===== src/include/ppfs_pkg.sv =====
// constants and carrier types for the port pin function selector
// assumes a single 25 MHz clock domain; pins arrive unsynchronised
`default_nettype none
package ppfs_pkg;
	// ==========================================================
	// widths
	localparam int PORT_W  = 8;
	localparam int PORTD_W = 4;
	localparam int AD_W    = 16;
	localparam int PIN_W   = 4 * PORT_W + PORTD_W - PORT_W + PORT_W;
	localparam int LADDR_W = 8;
	localparam int HI_LSB  = 8;
	localparam int HI_W    = 8;
	// ==========================================================
	// port d special pins
	localparam int PD_ASTROBE = 0;
	localparam int PD_LCLK    = 1;
	localparam int PD_CSEL    = 2;
	localparam int PD_HIWR    = 3;
	// ==========================================================
	// port e test port pins
	localparam int PE_TMS  = 0;
	localparam int PE_TCK  = 1;
	localparam int PE_TDI  = 2;
	localparam int PE_TDO  = 3;
	localparam int PE_STAT = 4;
	localparam int PE_ERR  = 5;
	// ==========================================================
	// per-pin function codes and logic input modes
	typedef enum logic [1:0] {FN_MCU, FN_ALT, FN_INPUT, FN_AUX} ppfs_fn_t;
	typedef enum logic [1:0] {IN_TRANSPARENT, IN_LATCHED, IN_REGISTERED} ppfs_inmode_t;
	localparam logic [1:0] FN_RESET = 2'h0;
	// ==========================================================
	// carriers
	typedef struct packed {
		logic [PORT_W-1:0]  a;
		logic [PORT_W-1:0]  b;
		logic [PORT_W-1:0]  c;
		logic [PORTD_W-1:0] d;
		logic [PORT_W-1:0]  e;
	} ppfs_pins_t;

	typedef struct packed {
		logic [PORT_W-1:0][1:0]  a;
		logic [PORT_W-1:0][1:0]  b;
		logic [PORT_W-1:0][1:0]  c;
		logic [PORTD_W-1:0][1:0] d;
		logic [PORT_W-1:0][1:0]  e;
		logic [1:0]              modeA;
		logic [1:0]              modeB;
		logic [1:0]              modeC;
		logic                    asRising;
	} ppfs_cfg_t;

	typedef struct packed {
		logic tdo;
		logic status;
		logic errN;
		logic readyBusy;
	} ppfs_test_t;
endpackage
`default_nettype wire


===== src/core/ppfs_sync.sv =====
// two-flop synchroniser for a vector of unrelated levels
// assumes each bit is an independent slow level
`timescale 1ns/1ps
`default_nettype none
module ppfs_sync #(
	parameter int WIDTH = 1
) (
	input  wire logic             clk,
	input  wire logic             rst,
	input  wire logic [WIDTH-1:0] d,
	output var  logic [WIDTH-1:0] q
);
	logic [WIDTH-1:0] meta_r;

	always_ff @(posedge clk) begin
		if (rst) begin
			meta_r <= '0;
			q      <= '0;
		end else begin
			meta_r <= d;
			q      <= meta_r;
		end
	end
endmodule
`default_nettype wire


===== src/core/ppfs_top.sv =====
// per-pin function selection for ports a to e, reset pin and bus-side strobes
// assumes config, macrocell, chip-select, test and read data come from clk logic
// How it works
// - while the reset pin is low, pin drivers, captured inputs, strobes and config return to reset.
// - reset asserted while a flash program or erase runs raises the abort output.
// - port a pins serve as mcu io, macrocell group a outputs or latched/transparent/registered inputs.
// - port b pins offer the same choices with macrocell group b outputs.
// - port c pins serve as mcu io, external chip-select outputs or logic inputs.
// - pd0 as address strobe latches the address/data port, on the rising edge in strobe mode.
// - pd1 as logic clock input produces the tick for macrocells, power-down counter and array.
// - pd2 as chip-select input low enables memory access, high disables the memories.
// - a falling edge on the chip-select input pulses the wake from power-down.
// - pd3 as high-byte write strobe accepts the upper data byte when it goes low and returns.
// - port e pins 0 to 5 carry the test port, inputs passed in and status outputs driven out.
// - pe4 can drive the ready/busy status of parallel programming.
// - every port e pin can be mcu io or a latched address output.
// - pd0 to pd3 can be mcu io or transparent logic inputs.
// - the address/data port is driven only while read is active and a block is selected.
`timescale 1ns/1ps
`default_nettype none
module ppfs_top (
	input  wire logic                        clk,
	input  wire logic                        rst,
	input  wire logic                        resetPinN,
	input  wire ppfs_pkg::ppfs_cfg_t         cfgIn,
	input  wire ppfs_pkg::ppfs_pins_t        pinIn,
	output var  ppfs_pkg::ppfs_pins_t        pinOut_r,
	output var  ppfs_pkg::ppfs_pins_t        pinOe_r,
	input  wire ppfs_pkg::ppfs_pins_t        mcuOut,
	input  wire ppfs_pkg::ppfs_pins_t        mcuOe,
	output var  ppfs_pkg::ppfs_pins_t        mcuPinIn_r,
	output var  ppfs_pkg::ppfs_pins_t        logicInput_r,
	input  wire logic [7:0]                  macrocellOutGroupA,
	input  wire logic [7:0]                  macrocellOutGroupB,
	input  wire logic [7:0]                  externalChipSelectOut,
	input  wire ppfs_pkg::ppfs_test_t        testIn,
	output var  logic                        testTms_r,
	output var  logic                        testTck_r,
	output var  logic                        testTdi_r,
	input  wire logic [ppfs_pkg::AD_W-1:0]   muxAddrDataIn,
	output var  logic [ppfs_pkg::AD_W-1:0]   muxAddrDataOut_r,
	output var  logic                        muxAddrDataOe_r,
	input  wire logic                        readStrobeN,
	input  wire logic                        blockSelected,
	input  wire logic [ppfs_pkg::AD_W-1:0]   readData,
	output var  logic [ppfs_pkg::AD_W-1:0]   latchedAddr_r,
	output var  logic                        logicClockTick_r,
	output var  logic                        memAccessEn_r,
	output var  logic                        wakeFromPowerDown_r,
	output var  logic                        highByteWrite_r,
	output var  logic [ppfs_pkg::HI_W-1:0]   highByteData_r,
	input  wire logic                        nvmBusy,
	output var  logic                        nvmAbort_r
);
	import ppfs_pkg::*;

	localparam int SYNC_W = PIN_W + 2 + AD_W;

	// ==========================================================
	// decode helpers
	function automatic logic fnIs(input logic [1:0] code, input ppfs_fn_t fn);
		fnIs = (code == fn);
	endfunction

	function automatic logic [PORT_W-1:0] pickIn(
		input logic [1:0]        mode,
		input logic [PORT_W-1:0] tVal,
		input logic [PORT_W-1:0] lVal,
		input logic [PORT_W-1:0] rVal
	);
		case (mode)
			IN_LATCHED:    pickIn = lVal;
			IN_REGISTERED: pickIn = rVal;
			default:       pickIn = tVal;
		endcase
	endfunction

	// ==========================================================
	// synchronised pins
	ppfs_pins_t        pinS;
	ppfs_pins_t        pinP_r;
	logic              resetPinS;
	logic              readStrobeS;
	logic [AD_W-1:0]   adS;
	ppfs_cfg_t         cfg_r;
	ppfs_pins_t        pinLatch_r;
	ppfs_pins_t        pinReg_r;

	ppfs_sync #(
		.WIDTH(SYNC_W)
	) uSync (
		.clk(clk),
		.rst(rst),
		.d  ({pinIn, resetPinN, readStrobeN, muxAddrDataIn}),
		.q  ({pinS, resetPinS, readStrobeS, adS})
	);

	wire devRst = rst | ~resetPinS;

	// ==========================================================
	// per-pin function masks
	logic [PIN_W-1:0][1:0] codes;
	ppfs_pins_t            isMcu;
	ppfs_pins_t            isAlt;
	ppfs_pins_t            isIn;
	ppfs_pins_t            isAux;

	assign codes = {cfg_r.a, cfg_r.b, cfg_r.c, cfg_r.d, cfg_r.e};

	genvar gi;
	generate
		for (gi = 0; gi < PIN_W; gi++) begin : gMask
			assign isMcu[gi] = fnIs(codes[gi], FN_MCU);
			assign isAlt[gi] = fnIs(codes[gi], FN_ALT);
			assign isIn[gi]  = fnIs(codes[gi], FN_INPUT);
			assign isAux[gi] = fnIs(codes[gi], FN_AUX);
		end
	endgenerate

	// ==========================================================
	// port d special functions
	wire asSel   = isAlt.d[PD_ASTROBE];
	wire lclkSel = isAlt.d[PD_LCLK];
	wire cselSel = isAlt.d[PD_CSEL];
	wire hiwrSel = isAlt.d[PD_HIWR];
	wire asRise  = pinS.d[PD_ASTROBE] & ~pinP_r.d[PD_ASTROBE];
	wire addrLatchEv = asSel & (cfg_r.asRising ? asRise : pinS.d[PD_ASTROBE]);
	wire lclkRise = lclkSel & pinS.d[PD_LCLK] & ~pinP_r.d[PD_LCLK];
	wire cselFall = cselSel & ~pinS.d[PD_CSEL] & pinP_r.d[PD_CSEL];
	wire hiwrDone = hiwrSel & pinS.d[PD_HIWR] & ~pinP_r.d[PD_HIWR];
	wire testOn   = &{isIn.e[PE_ERR], isIn.e[PE_STAT], isIn.e[PE_TDO]};

	// ==========================================================
	// pin drive selection
	ppfs_pins_t altVal;
	ppfs_pins_t altOe;
	ppfs_pins_t auxVal;
	ppfs_pins_t auxOe;
	ppfs_pins_t inVal;
	ppfs_pins_t inOe;
	ppfs_pins_t outNxt;
	ppfs_pins_t oeNxt;
	ppfs_pins_t logicSrc;

	// macrocell a / macrocell b / chip selects / latched address on port e
	assign altVal = {macrocellOutGroupA, macrocellOutGroupB, externalChipSelectOut,
		{PORTD_W{1'b0}}, latchedAddr_r[LADDR_W-1:0]};
	assign altOe  = {{PORT_W{1'b1}}, {PORT_W{1'b1}}, {PORT_W{1'b1}},
		{PORTD_W{1'b0}}, {PORT_W{1'b1}}};
	// test port outputs on pe3..pe5 when those pins select the test function
	always_comb begin
		inVal = '0;
		inOe  = '0;
		auxVal = '0;
		auxOe  = '0;
		inVal.e[PE_TDO]  = testIn.tdo;
		inVal.e[PE_STAT] = testIn.status;
		inVal.e[PE_ERR]  = testIn.errN;
		inOe.e[PE_TDO]   = 1'b1;
		inOe.e[PE_STAT]  = 1'b1;
		inOe.e[PE_ERR]   = 1'b1;
		auxVal.e[PE_STAT] = testIn.readyBusy;
		auxOe.e[PE_STAT]  = 1'b1;
	end

	assign outNxt = (isMcu & mcuOut) | (isAlt & altVal) | (isIn & inVal) | (isAux & auxVal);
	assign oeNxt  = (isMcu & mcuOe) | (isAlt & altOe) | (isIn & inOe) | (isAux & auxOe);

	assign logicSrc = {
		pickIn(cfg_r.modeA, pinS.a, pinLatch_r.a, pinReg_r.a),
		pickIn(cfg_r.modeB, pinS.b, pinLatch_r.b, pinReg_r.b),
		pickIn(cfg_r.modeC, pinS.c, pinLatch_r.c, pinReg_r.c),
		pinS.d,
		{PORT_W{1'b0}}};

	// ==========================================================
	// registers
	always_ff @(posedge clk) begin
		if (devRst) begin
			cfg_r      <= '0;
			pinP_r     <= '0;
			pinLatch_r <= '0;
			pinReg_r   <= '0;
			pinOut_r   <= '0;
			pinOe_r    <= '0;
		end else begin
			cfg_r      <= cfgIn;
			pinP_r     <= pinS;
			pinLatch_r <= addrLatchEv ? pinS : pinLatch_r;
			pinReg_r   <= lclkRise ? pinS : pinReg_r;
			pinOut_r   <= outNxt;
			pinOe_r    <= oeNxt;
		end
	end

	always_ff @(posedge clk) begin
		if (devRst) begin
			mcuPinIn_r   <= '0;
			logicInput_r <= '0;
			testTms_r    <= 1'b0;
			testTck_r    <= 1'b0;
			testTdi_r    <= 1'b0;
		end else begin
			mcuPinIn_r   <= pinS & isMcu;
			logicInput_r <= logicSrc & isIn;
			testTms_r    <= pinS.e[PE_TMS] & isIn.e[PE_TMS];
			testTck_r    <= pinS.e[PE_TCK] & isIn.e[PE_TCK];
			testTdi_r    <= pinS.e[PE_TDI] & isIn.e[PE_TDI];
		end
	end

	always_ff @(posedge clk) begin
		if (devRst) begin
			latchedAddr_r       <= '0;
			logicClockTick_r    <= 1'b0;
			memAccessEn_r       <= 1'b0;
			wakeFromPowerDown_r <= 1'b0;
			highByteWrite_r     <= 1'b0;
			highByteData_r      <= '0;
			muxAddrDataOut_r    <= '0;
			muxAddrDataOe_r     <= 1'b0;
		end else begin
			latchedAddr_r       <= addrLatchEv ? adS : latchedAddr_r;
			logicClockTick_r    <= lclkRise;
			memAccessEn_r       <= ~cselSel | ~pinS.d[PD_CSEL];
			wakeFromPowerDown_r <= cselFall;
			highByteWrite_r     <= hiwrDone;
			highByteData_r      <= hiwrDone ? adS[HI_LSB +: HI_W] : highByteData_r;
			muxAddrDataOut_r    <= readData;
			muxAddrDataOe_r     <= ~readStrobeS & blockSelected;
		end
	end

	always_ff @(posedge clk) begin
		if (rst) begin
			nvmAbort_r <= 1'b0;
		end else begin
			nvmAbort_r <= ~resetPinS & nvmBusy;
		end
	end
endmodule
`default_nettype wire


===== config.mk =====
export PLATFORM = sky130hd
export DESIGN_NAME = ppfs_top
export DESIGN_NICKNAME = d
export VERILOG_FILES = /design/src/include/ppfs_pkg.sv /design/src/core/ppfs_sync.sv /design/src/core/ppfs_top.sv
export SDC_FILE = /design/constraint.sdc
export NUM_CORES = 1
export LEC_CHECK = 0
export BUFFER_PORTS_ARGS = -buffer_cell sky130_fd_sc_hd__buf_2
export CAP_MARGIN = 25
export CORE_MARGIN = 5
export CORE_UTILIZATION = 45
export CTS_CLUSTER_DIAMETER = 100
export DETAILED_ROUTE_END_ITERATION = 12
export PLACE_DENSITY = 0.72
export SYNTH_ARGS = -nofsm -noshare
export SYNTH_HDL_FRONTEND = slang
export SYNTH_HIERARCHICAL = 1
export SYNTH_SLANG_ARGS = --single-unit

===== constraint.sdc =====
create_clock -name clk -period 1.6 [get_ports clk]
set_clock_uncertainty 0.05 [all_clocks]
set_input_delay 0.24 -clock clk [delete_from_list [all_inputs] [get_ports clk]]
set_output_delay 0.24 -clock clk [all_outputs]
set_load 0.05 [all_outputs]

# After elaboration in Yosys (flattened, before gate mapping)

Index checks and enable logic that the tools add are counted.

Muxes and demuxes: 4
Eq/ne operators: 114
Bitwise logic cells: 35
Reductions and logical operators: 36

Operators by type and width:

| cell               | count |
|---|---|
| $and 36x36->36     | 5 |
| $eq 2x2->1 const B | 75 |
| $or 36x36->36      | 4 |
| $eq 2x1->1 const B | 39 |
| $logic_not 2->1    | 36 |
| $pmux 8 s2         | 3 |
| $and 36x5->36      | 1 |
| $and 36x6->36      | 1 |
| $or 36x5->36       | 1 |
| $or 36x6->36       | 1 |
| $and 1x1->1        | 13 |
| $not 1->1          | 7 |
| $or 1x1->1         | 2 |
| $mux 1             | 1 |

Bits of input ports: 253
Register bits after elaboration: 432
Output and inout bits: 193

# Logic depth before layout (Yosys ltp)

Gate-level depths: netlist (run 1).

Word-level depth: 5
Depth in mapped cells: 6
Depth with buffers taken out: 4

# Hierarchy

Netlist (run 1), hierarchy kept.

By module, submodules not included:

| module    | area each (um2) | instances | cells an instance |
|---|---|---|---|
| ppfs_top  | 10,503.8        | 1         | 1,011 |
| ppfs_sync | 2,947.8         | 1         | 228 |

# Worst setup path before layout (run 1)

Ideal clock, no wire load.

Path kind: reg2reg
Start: register cfg_r[1] in the netlist's numbering
End: register logicInput_r[17] in the netlist's numbering
Arrival: 1,239 ps
Slack: 197 ps
Stages on the path, launching flop included: 6
Required time: 1,436 ps
Setup time: 114 ps
Buffers on the path: 1
Period minus slack after synthesis: 1,403 ps
Path through: dfxtp_1 inv_1 ha_1 clkbuf_1 a221oi_1 a2111oi_0

Cells in the longest elaborated chain, start to end: 3

Ends and longest elaborated chain:

| what                                     | line            | source |
|---|---|---|
| start: declaration                       | ppfs_top.sv:85  | `ppfs_cfg_t cfg_r;` |
| start signal: assignment                 | ppfs_top.sv:187 | `cfg_r <= cfgIn;` |
| $eq 2x2->1 or $eq 2x1->1 (tied branches) | ppfs_top.sv:71  | `case (mode)` |
| $pmux 8 s2 *                             | ppfs_top.sv:71  |  |
| $and 36x36->36 *                         | ppfs_top.sv:205 | `logicInput_r <= logicSrc & isIn;` |
| end signal: assignment                   | ppfs_top.sv:205 |  |
| end: declaration                         | ppfs_top.sv:32  | `output var ppfs_pkg::ppfs_pins_t logicInput_r,` |

Mark *: on every way between the ends. The rest lies on a longest branch, timed or not.
A chain may end at the register's enable or synchronous reset.

# Final worst setup path (run 1)

Same ends and word-level chain as after synthesis.

==> summary.txt, run 1 <==
STA
  • Period minus WS final: 1530 ps
  • Final setup viols: 0
  • RSZ-0062 raised after global routing: no
  • Final Hold Viols: 0
  • Fin Hold WS: 25.5 ps
  • Max Clock Freq: 653 MHz
  • Period utilization: 0.958
  • Setup tns final: 0 ps
  • Max-slew violation count: 0
  • Worst Slack Setup Final: 67.9 ps

Logic synthesis
  • Synthesized area: 13500 µm²
  • Netlist cell types: 37
  • Area leader, netlist: dfxtp_1
  • Post-synth top cells: dfxtp_1 (424), nand2_1 (147), nor2b_1 (100), and2_1 (97), mux2i_1 (71)
  • Fraction of registers with async set/reset: 0
  • Syn. warnings: 6
  • Most numerous cell in the Yosys netlist: dfxtp_1
  • Post-synth EDFFs: 0
  • Top cell type's share of synthesized area: 0.631
  • Post-Syn Area per Cell: 10.9 µm²
  • Mapped Cells: 1239
  • Main flop type after synthesis: dfxtp_1
  • Sequential area share after synthesis: 0.631
  • Flops & latches, synth: 424
  • Synth area leaders: dfxtp_1 (63%), mux2i_1 (5.3%), nor2b_1 (4.7%), and2_1 (4.5%), nand2_1 (4.1%)

Setup path
  • Worst Path Required: 1930 ps
  • CP endpoint kind: register
  • Critical path class: register to register
  • Startpoint types: register
  • CP Max Fanout: 14
  • Data arrival, critical path: 1860 ps

Global route
  • Initial antenna violation count: 5
  • M2 GR Usage: 0.429
  • Vias in the first global route: 12100
  • GR peak layer: met2
  • GRT Util Overall: 0.233
  • Met1 Usage GRT: 0.258
  • First-pass GRT wire length: 63400 µm
  • Total gr overflow: 0
  • GR Layer Usage met3: 0.0551
  • Pin count of the biggest net entering global routing: 100

Floorplan
  • IO Pins: 446
  • Chip width: 183 µm
  • Core Box Area: 29600 µm²
  • Initial core utilization: 0.455
  • # rows: 63
  • Full die area: 33500 µm²
  • Die Span Y: 183 µm

Detailed routing
  • DR vias: 11300
  • Antenna-violating nets left: 0
  • WL/cell: 17.3 µm
  • DRT Pass-1 Iters: 5
  • Number of remaining DRC errors: 0
  • Via/cell ratio: 4.82
  • Initial drt markers: 569
  • Final wirelength: 40400 µm

Clocking
  • Worst skew pair latency: 510 ps
  • Maximum root-to-sink buffer count: 3
  • Total CTS buffers: 43
  • Clk pin slew, worst setup/hold paths: 60 ps
  • Root buffer cell: clkbuf_16
  • CTS tree: yes
  • CTS sink cnt: 424
  • H-tree depth: 2
  • Post-CTS setup buffers: 0

Power
  • Leakage power: 8.59 nW
  • Int Pwr: 18.3 mW
  • Clock Power Share: 0.463
  • VDD IR-drop max: 0.835 mV
  • Pwr dens: 1150 nW/µm²
  • Sw frac: 0.209
  • Sequential share of power: 0.471
  • Combinational fraction of design power: 0.066
  • Switch Pwr: 4.82 mW

Cells and area
  • Layout cells sized above 1: 0.286
  • Core Util, Final: 0.677
  • Nets: 2171
  • Number of fill cells: 2079
  • Synth-to-layout area growth: 48.8%

Placed design
  • Final Wtd Congestion: 0.814
  • Pre-CTS setup slack: 44.9 ps
  • Port buffer count: 437
  • DP HPWL: 24400 µm

Outcome
  • Outcome: finished clean

Flow run
  • Max-Cap Viols: 0

Hold path
  • Min-delay worst type: input port to register
[power by group through the flow]
stage,sequential [mW],combinational (mW),clock (mW)
5_1_grt,10.9,1.62,11.4
6_report,10.9,1.52,10.7
3_3_place_gp,11.1,0.977,0
2_1_floorplan,11.2,0.408,0
3_5_place_dp,11.1,0.992,0
4_1_cts,10.9,1.46,10.9
[worst paths after layout]
check / from / end / slack (ps) / cells past startpoint
max: cfg_r[1] / logicInput_r[17] / 70 / 4
max reg2reg: cfg_r[1] / logicInput_r[17] / 70 / 4
min: mcuOut[20] / pinOut_r[20] / 30 / 3
min reg2reg: uSync/meta_r[8] / uSync/q[8] / 380 / 1
[layout make-up]
cell class / instances / area [µm²] / area share
diodes: 5 / 12.5 / 0.000625
clock buffers: 62 / 1310 / 0.0655
clock inverters: 14 / 231 / 0.0116
inverters: 33 / 124 / 0.00619
well taps: 390 / 488 / 0.0244
repair buffers: 700 / 4900 / 0.245
multi-input cells: 710 / 4460 / 0.223
flip-flops and latches: 424 / 8490 / 0.424
[flip-flops by register name, summed over array words and instances, names as in the netlist, 4 cells and up]
| signal | cells |
|---|---|
| cfg_r | 79 |
| uSync/meta_r | 54 |
| uSync/q | 54 |
| mcuPinIn_r | 36 |
| pinOe_r | 36 |
| pinOut_r | 36 |
| logicInput_r | 28 |
| pinLatch_r | 24 |
| pinReg_r | 24 |
| latchedAddr_r | 16 |
| muxAddrDataOut_r | 16 |
| highByteData_r | 8 |
| pinP_r | 4 |
[critical path, cell delays in order, from the launching register on]
cell and delay [ps]:
dfxtp_1 330, inv_1 40, ha_1 310, buf_4 200, a2111oi_0 460
[layer usage]
layer  up-vias  routed length [µm]
met5         -                   0
met4         0                1520
met3        96                2720
met2       424               20900
met1      5297               15200
li1       5447                   -
[cells by family (layout without fill, tap and decap cells)]
group	count (synthesis)	after routing	synth area share
AO/OA/AOI/OAI	86	86	0.0475
adder cells (fa/ha/maj)	6	6	0.00558
buffers and inverters	112	809	0.0439
flip-flops	424	424	0.631
multiplexers	72	72	0.0545
other	1	13	0.000279
AND/OR/NAND/NOR	538	538	0.217
[what timing repair did]
| item | in CTS | in global routing |
|---|---|---|
| hold buffers | 236 | 0 |
| setup endpoints to repair | 2 | 15 |
| endpoints found under the hold margin | 216 | 0 |
| resized for setup | 2 | 14 |
[per-stage QoR]
stage / cell area (µm²) / instances / total power [mW]
final: 20000 / 2338 / 23.1
after global routing: 20000 / 2337 / 23.9
after CTS: 20000 / 2333 / 23.2
after detailed placement: 16100 / 2021 / 12.1
after global placement: 16100 / 2021 / 12.1
after floorplan: 13500 / 1246 / 11.6
[layout by cell type, fill, tap and decap left out, types with 9 or more instances in the layout]
cell,n
a2111oi_0,13
nor2_1,37
buf_2,434
buf_12,11
nor2b_1,99
nand2_1,147
nor4_1,24
dlygate4sd3_1,236
mux2i_1,71
buf_4,18
clkbuf_16,45
a21oi_1,33
a2111oi_1,9
nor2b_2,10
nand2b_1,24
and2_1,97
clkbuf_8,12
a221oi_1,23
dfxtp_1,424
nor4b_1,11
nor3_1,64
inv_1,33
Note: power is estimated with default switching activity, not from simulation.
==> run 2: changes to the inputs <==
--- a/constraint.sdc
+++ b/constraint.sdc
@@ -3,3 +3,3 @@
 set_input_delay 0.24 -clock clk [delete_from_list [all_inputs] [get_ports clk]]
 set_output_delay 0.24 -clock clk [all_outputs]
-set_load 0.05 [all_outputs]
+set_load 0.1 [all_outputs]
==> run 2 against run 1 <==
Die area is the same. Core utilization up 0.57 points. Global-route usage grew 0.087 points. Cell area rose by 0.84%. Routed wire length grew 1.0%. Highest routed layer unchanged.
==> summary.txt, run 2 (synthesis results as in run 1) <==
Setup path
  • CP Max Fanout: 1 (was 14)
  • Startpoint types: register (unchanged)
  • CP endpoint kind: primary output (was register)
  • Buf/Inv on CP: 1 (was 2)
  • Cell breakdown of the critical path: buf_2 (was inv_1 > ha_1 > buf_4 > a2111oi_0)
  • CP peak stage delay: 440 ps (was 460 ps)
  • Data arrival, critical path: 1290 ps (was 1860 ps)
  • Worst R2R Start: cfg_r[1] (unchanged)
  • CP max stage cell: buf_2 (was a2111oi_0)
  • Critical path class: register to primary output (was register to register)
  • Top delay family on crit path: buffers and inverters (was compound AO/OA/AOI/OAI gates)
  • Crit. Startpoint: pinOe_r[14] (was cfg_r[1])
  • Worst Path Required: 1310 ps (was 1930 ps)

Placed design
  • Inst Count DP: 2021 (unchanged)
  • Port buffer count: 437 (unchanged)
  • Final Wtd Congestion: 0.814 (unchanged)
  • DP HPWL: 24400 µm (unchanged)

Global route
  • Total gr overflow: 0 (unchanged)
  • First-pass GRT wire length: 63600 µm (was 63400 µm)
  • Vias in the first global route: 12000 (was 12100)
  • GRT Util Overall: 0.234 (was 0.233)
  • Initial antenna violation count: 4 (was 5)
  • Pin count of the biggest net entering global routing: 100 (unchanged)

Power
  • VDD IR-drop max: 0.943 mV (was 0.835 mV)
  • Pwr dens: 1150 nW/µm² (about the same)
  • Design Power: 23.3 mW (was 23.1 mW)
  • Leakage power: 8.57 nW (was 8.59 nW)

Cells and area
  • Layout cells sized above 1: 0.286 (unchanged)
  • Most frequent cells in the layout: dfxtp_1 (424), buf_2 (370), dlygate4sd3_1 (236) (was buf_2 (434), dfxtp_1 (424), dlygate4sd3_1 (236))
  • Largest registers: cfg_r: 79 flops, uSync/meta_r: 54 flops, uSync/q: 54 flops (unchanged)
  • Post-Layout Cell Count: 2337 (was 2338)
  • Area of the multi-input gates: 4460 µm² (unchanged)
  • Area occupied by registers: 8490 µm² (unchanged)
  • Reg with most FFs: cfg_r (unchanged)
  • Commonest non-fill, non-tap cell in the layout: dfxtp_1 (was buf_2)
  • Synth-to-layout area growth: 50.1% (was 48.8%)
  • Nets: 2171 (unchanged)
  • Max reg flops: 79 (unchanged)
  • Number of fill cells: 2037 (was 2079)

Clocking
  • Maximum root-to-sink buffer count: 3 (unchanged)
  • Clk pin slew, worst setup/hold paths: 60 ps (about the same)
  • Root buffer cell: clkbuf_16 (unchanged)
  • Worst skew pair latency: 520 ps (was 510 ps)
  • Post-CTS setup buffers: 0 (unchanged)
  • H-tree depth: 2 (unchanged)
  • CTS sink cnt: 424 (unchanged)
  • Total CTS buffers: 43 (unchanged)
  • CTS tree: yes (unchanged)

Outcome
  • Outcome: finished clean (unchanged)

Detailed routing
  • DR vias: 11300 (about the same)
  • WL/cell: 17.5 µm (was 17.3 µm)
  • Antenna-violating nets left: 0 (unchanged)
  • Via/cell ratio: 4.83 (was 4.82)
  • Initial drt markers: 594 (was 569)
  • Final wirelength: 40800 µm (was 40400 µm)
  • Number of remaining DRC errors: 0 (unchanged)
  • DRT Pass-1 Iters: 7 (was 5)

Floorplan
  • IO Pins: 446 (unchanged)
  • Initial core utilization: 0.455 (unchanged)
  • Die Span Y: 183 µm (unchanged)
  • Full die area: 33500 µm² (unchanged)
  • Chip width: 183 µm (unchanged)
  • Core Box Area: 29600 µm² (unchanged)
  • # rows: 63 (unchanged)

STA
  • Max-slew violation count: 0 (unchanged)
  • Slew @ Worst Pin: 515 ps
  • Period minus WS final: 1580 ps (was 1530 ps)
  • Final Hold Viols: 0 (unchanged)
  • Final setup viols: 0 (unchanged)
  • Setup tns final: 0 ps (unchanged)
  • Period utilization: 0.985 (was 0.958)
  • Max-slew headroom: 0.659
  • Max Clock Freq: 635 MHz (was 653 MHz)

Hold path
  • Min-delay worst type: input port to register (unchanged)
  • Hold path start: mcuOut[20] (unchanged)

Flow run
  • Max-Cap Viols: 0 (unchanged)
## run 2: cell count changes in the layout (fill, tap and decap cells not counted)
cell	delta
diode_2	-1
buf_2	-64
buf_6	+3
clkbuf_4	+35
buf_4	+26
## run 2: path summary, 6_finish.rpt
| kind | to | slack [ps] | depth (start not counted) |
|---|---|---|---|
| max | pinOe_r[14] | 20 | 1 |
| min | pinOut_r[20] | 30 | 3 |
| max reg2reg | logicInput_r[17] | 60 | 4 |
| min reg2reg | uSync/q[8] | 380 | 1 |
## run 2: where the power goes
group / total [mW] / internal (mW) / switching, mW / leakage [nW]
Combinational: 1.74 / 0.834 / 0.904 / 4.36
Sequential: 10.9 / 10.8 / 0.103 / 3.45
Clock: 10.7 / 6.66 / 4.02 / 0.764
Total: 23.3 / 18.3 / 5.03 / 8.57
## run 2: cell type report
type	instances	share of cell area
Antenna cell	4	0.000496
Multi-Input combinational cell	710	0.221
Inverter	33	0.00614
Clock buffer	62	0.0649
Sequential cell	424	0.421
Timing Repair Buffer	700	0.251
Tap cell	390	0.0242
Clock inverter	14	0.0115
## run 2: what timing repair did
item                       4_1_cts  5_1_grt
hold endpoints to repair       216        0
resized for setup               33       50
pin swaps                        0        0
setup endpoints to repair       31       51
hold buffers                   236        0
## run 2: metrics by stage
step                      worst slack, ps   util  hold slack (ps)  cell area (µm²)
after global placement                179  0.543              367            16100
after CTS                           0.501  0.678            0.722            20000
after detailed placement             44.9  0.543              372            16100
final                                24.7  0.683             26.9            20200
after global routing                -16.6  0.683             21.6            20200
after floorplan                      63.2      -              266            13500
## run 2: routing by layer
layer / vias up / routed length [µm] / global-route usage
li1: 5435 / - / -
met1: 5354 / 15600 / 0.263
met2: 417 / 21000 / 0.428
met3: 93 / 2690 / 0.0524
met4: 0 / 1560 / 0.0945
met5: - / 0 / 0
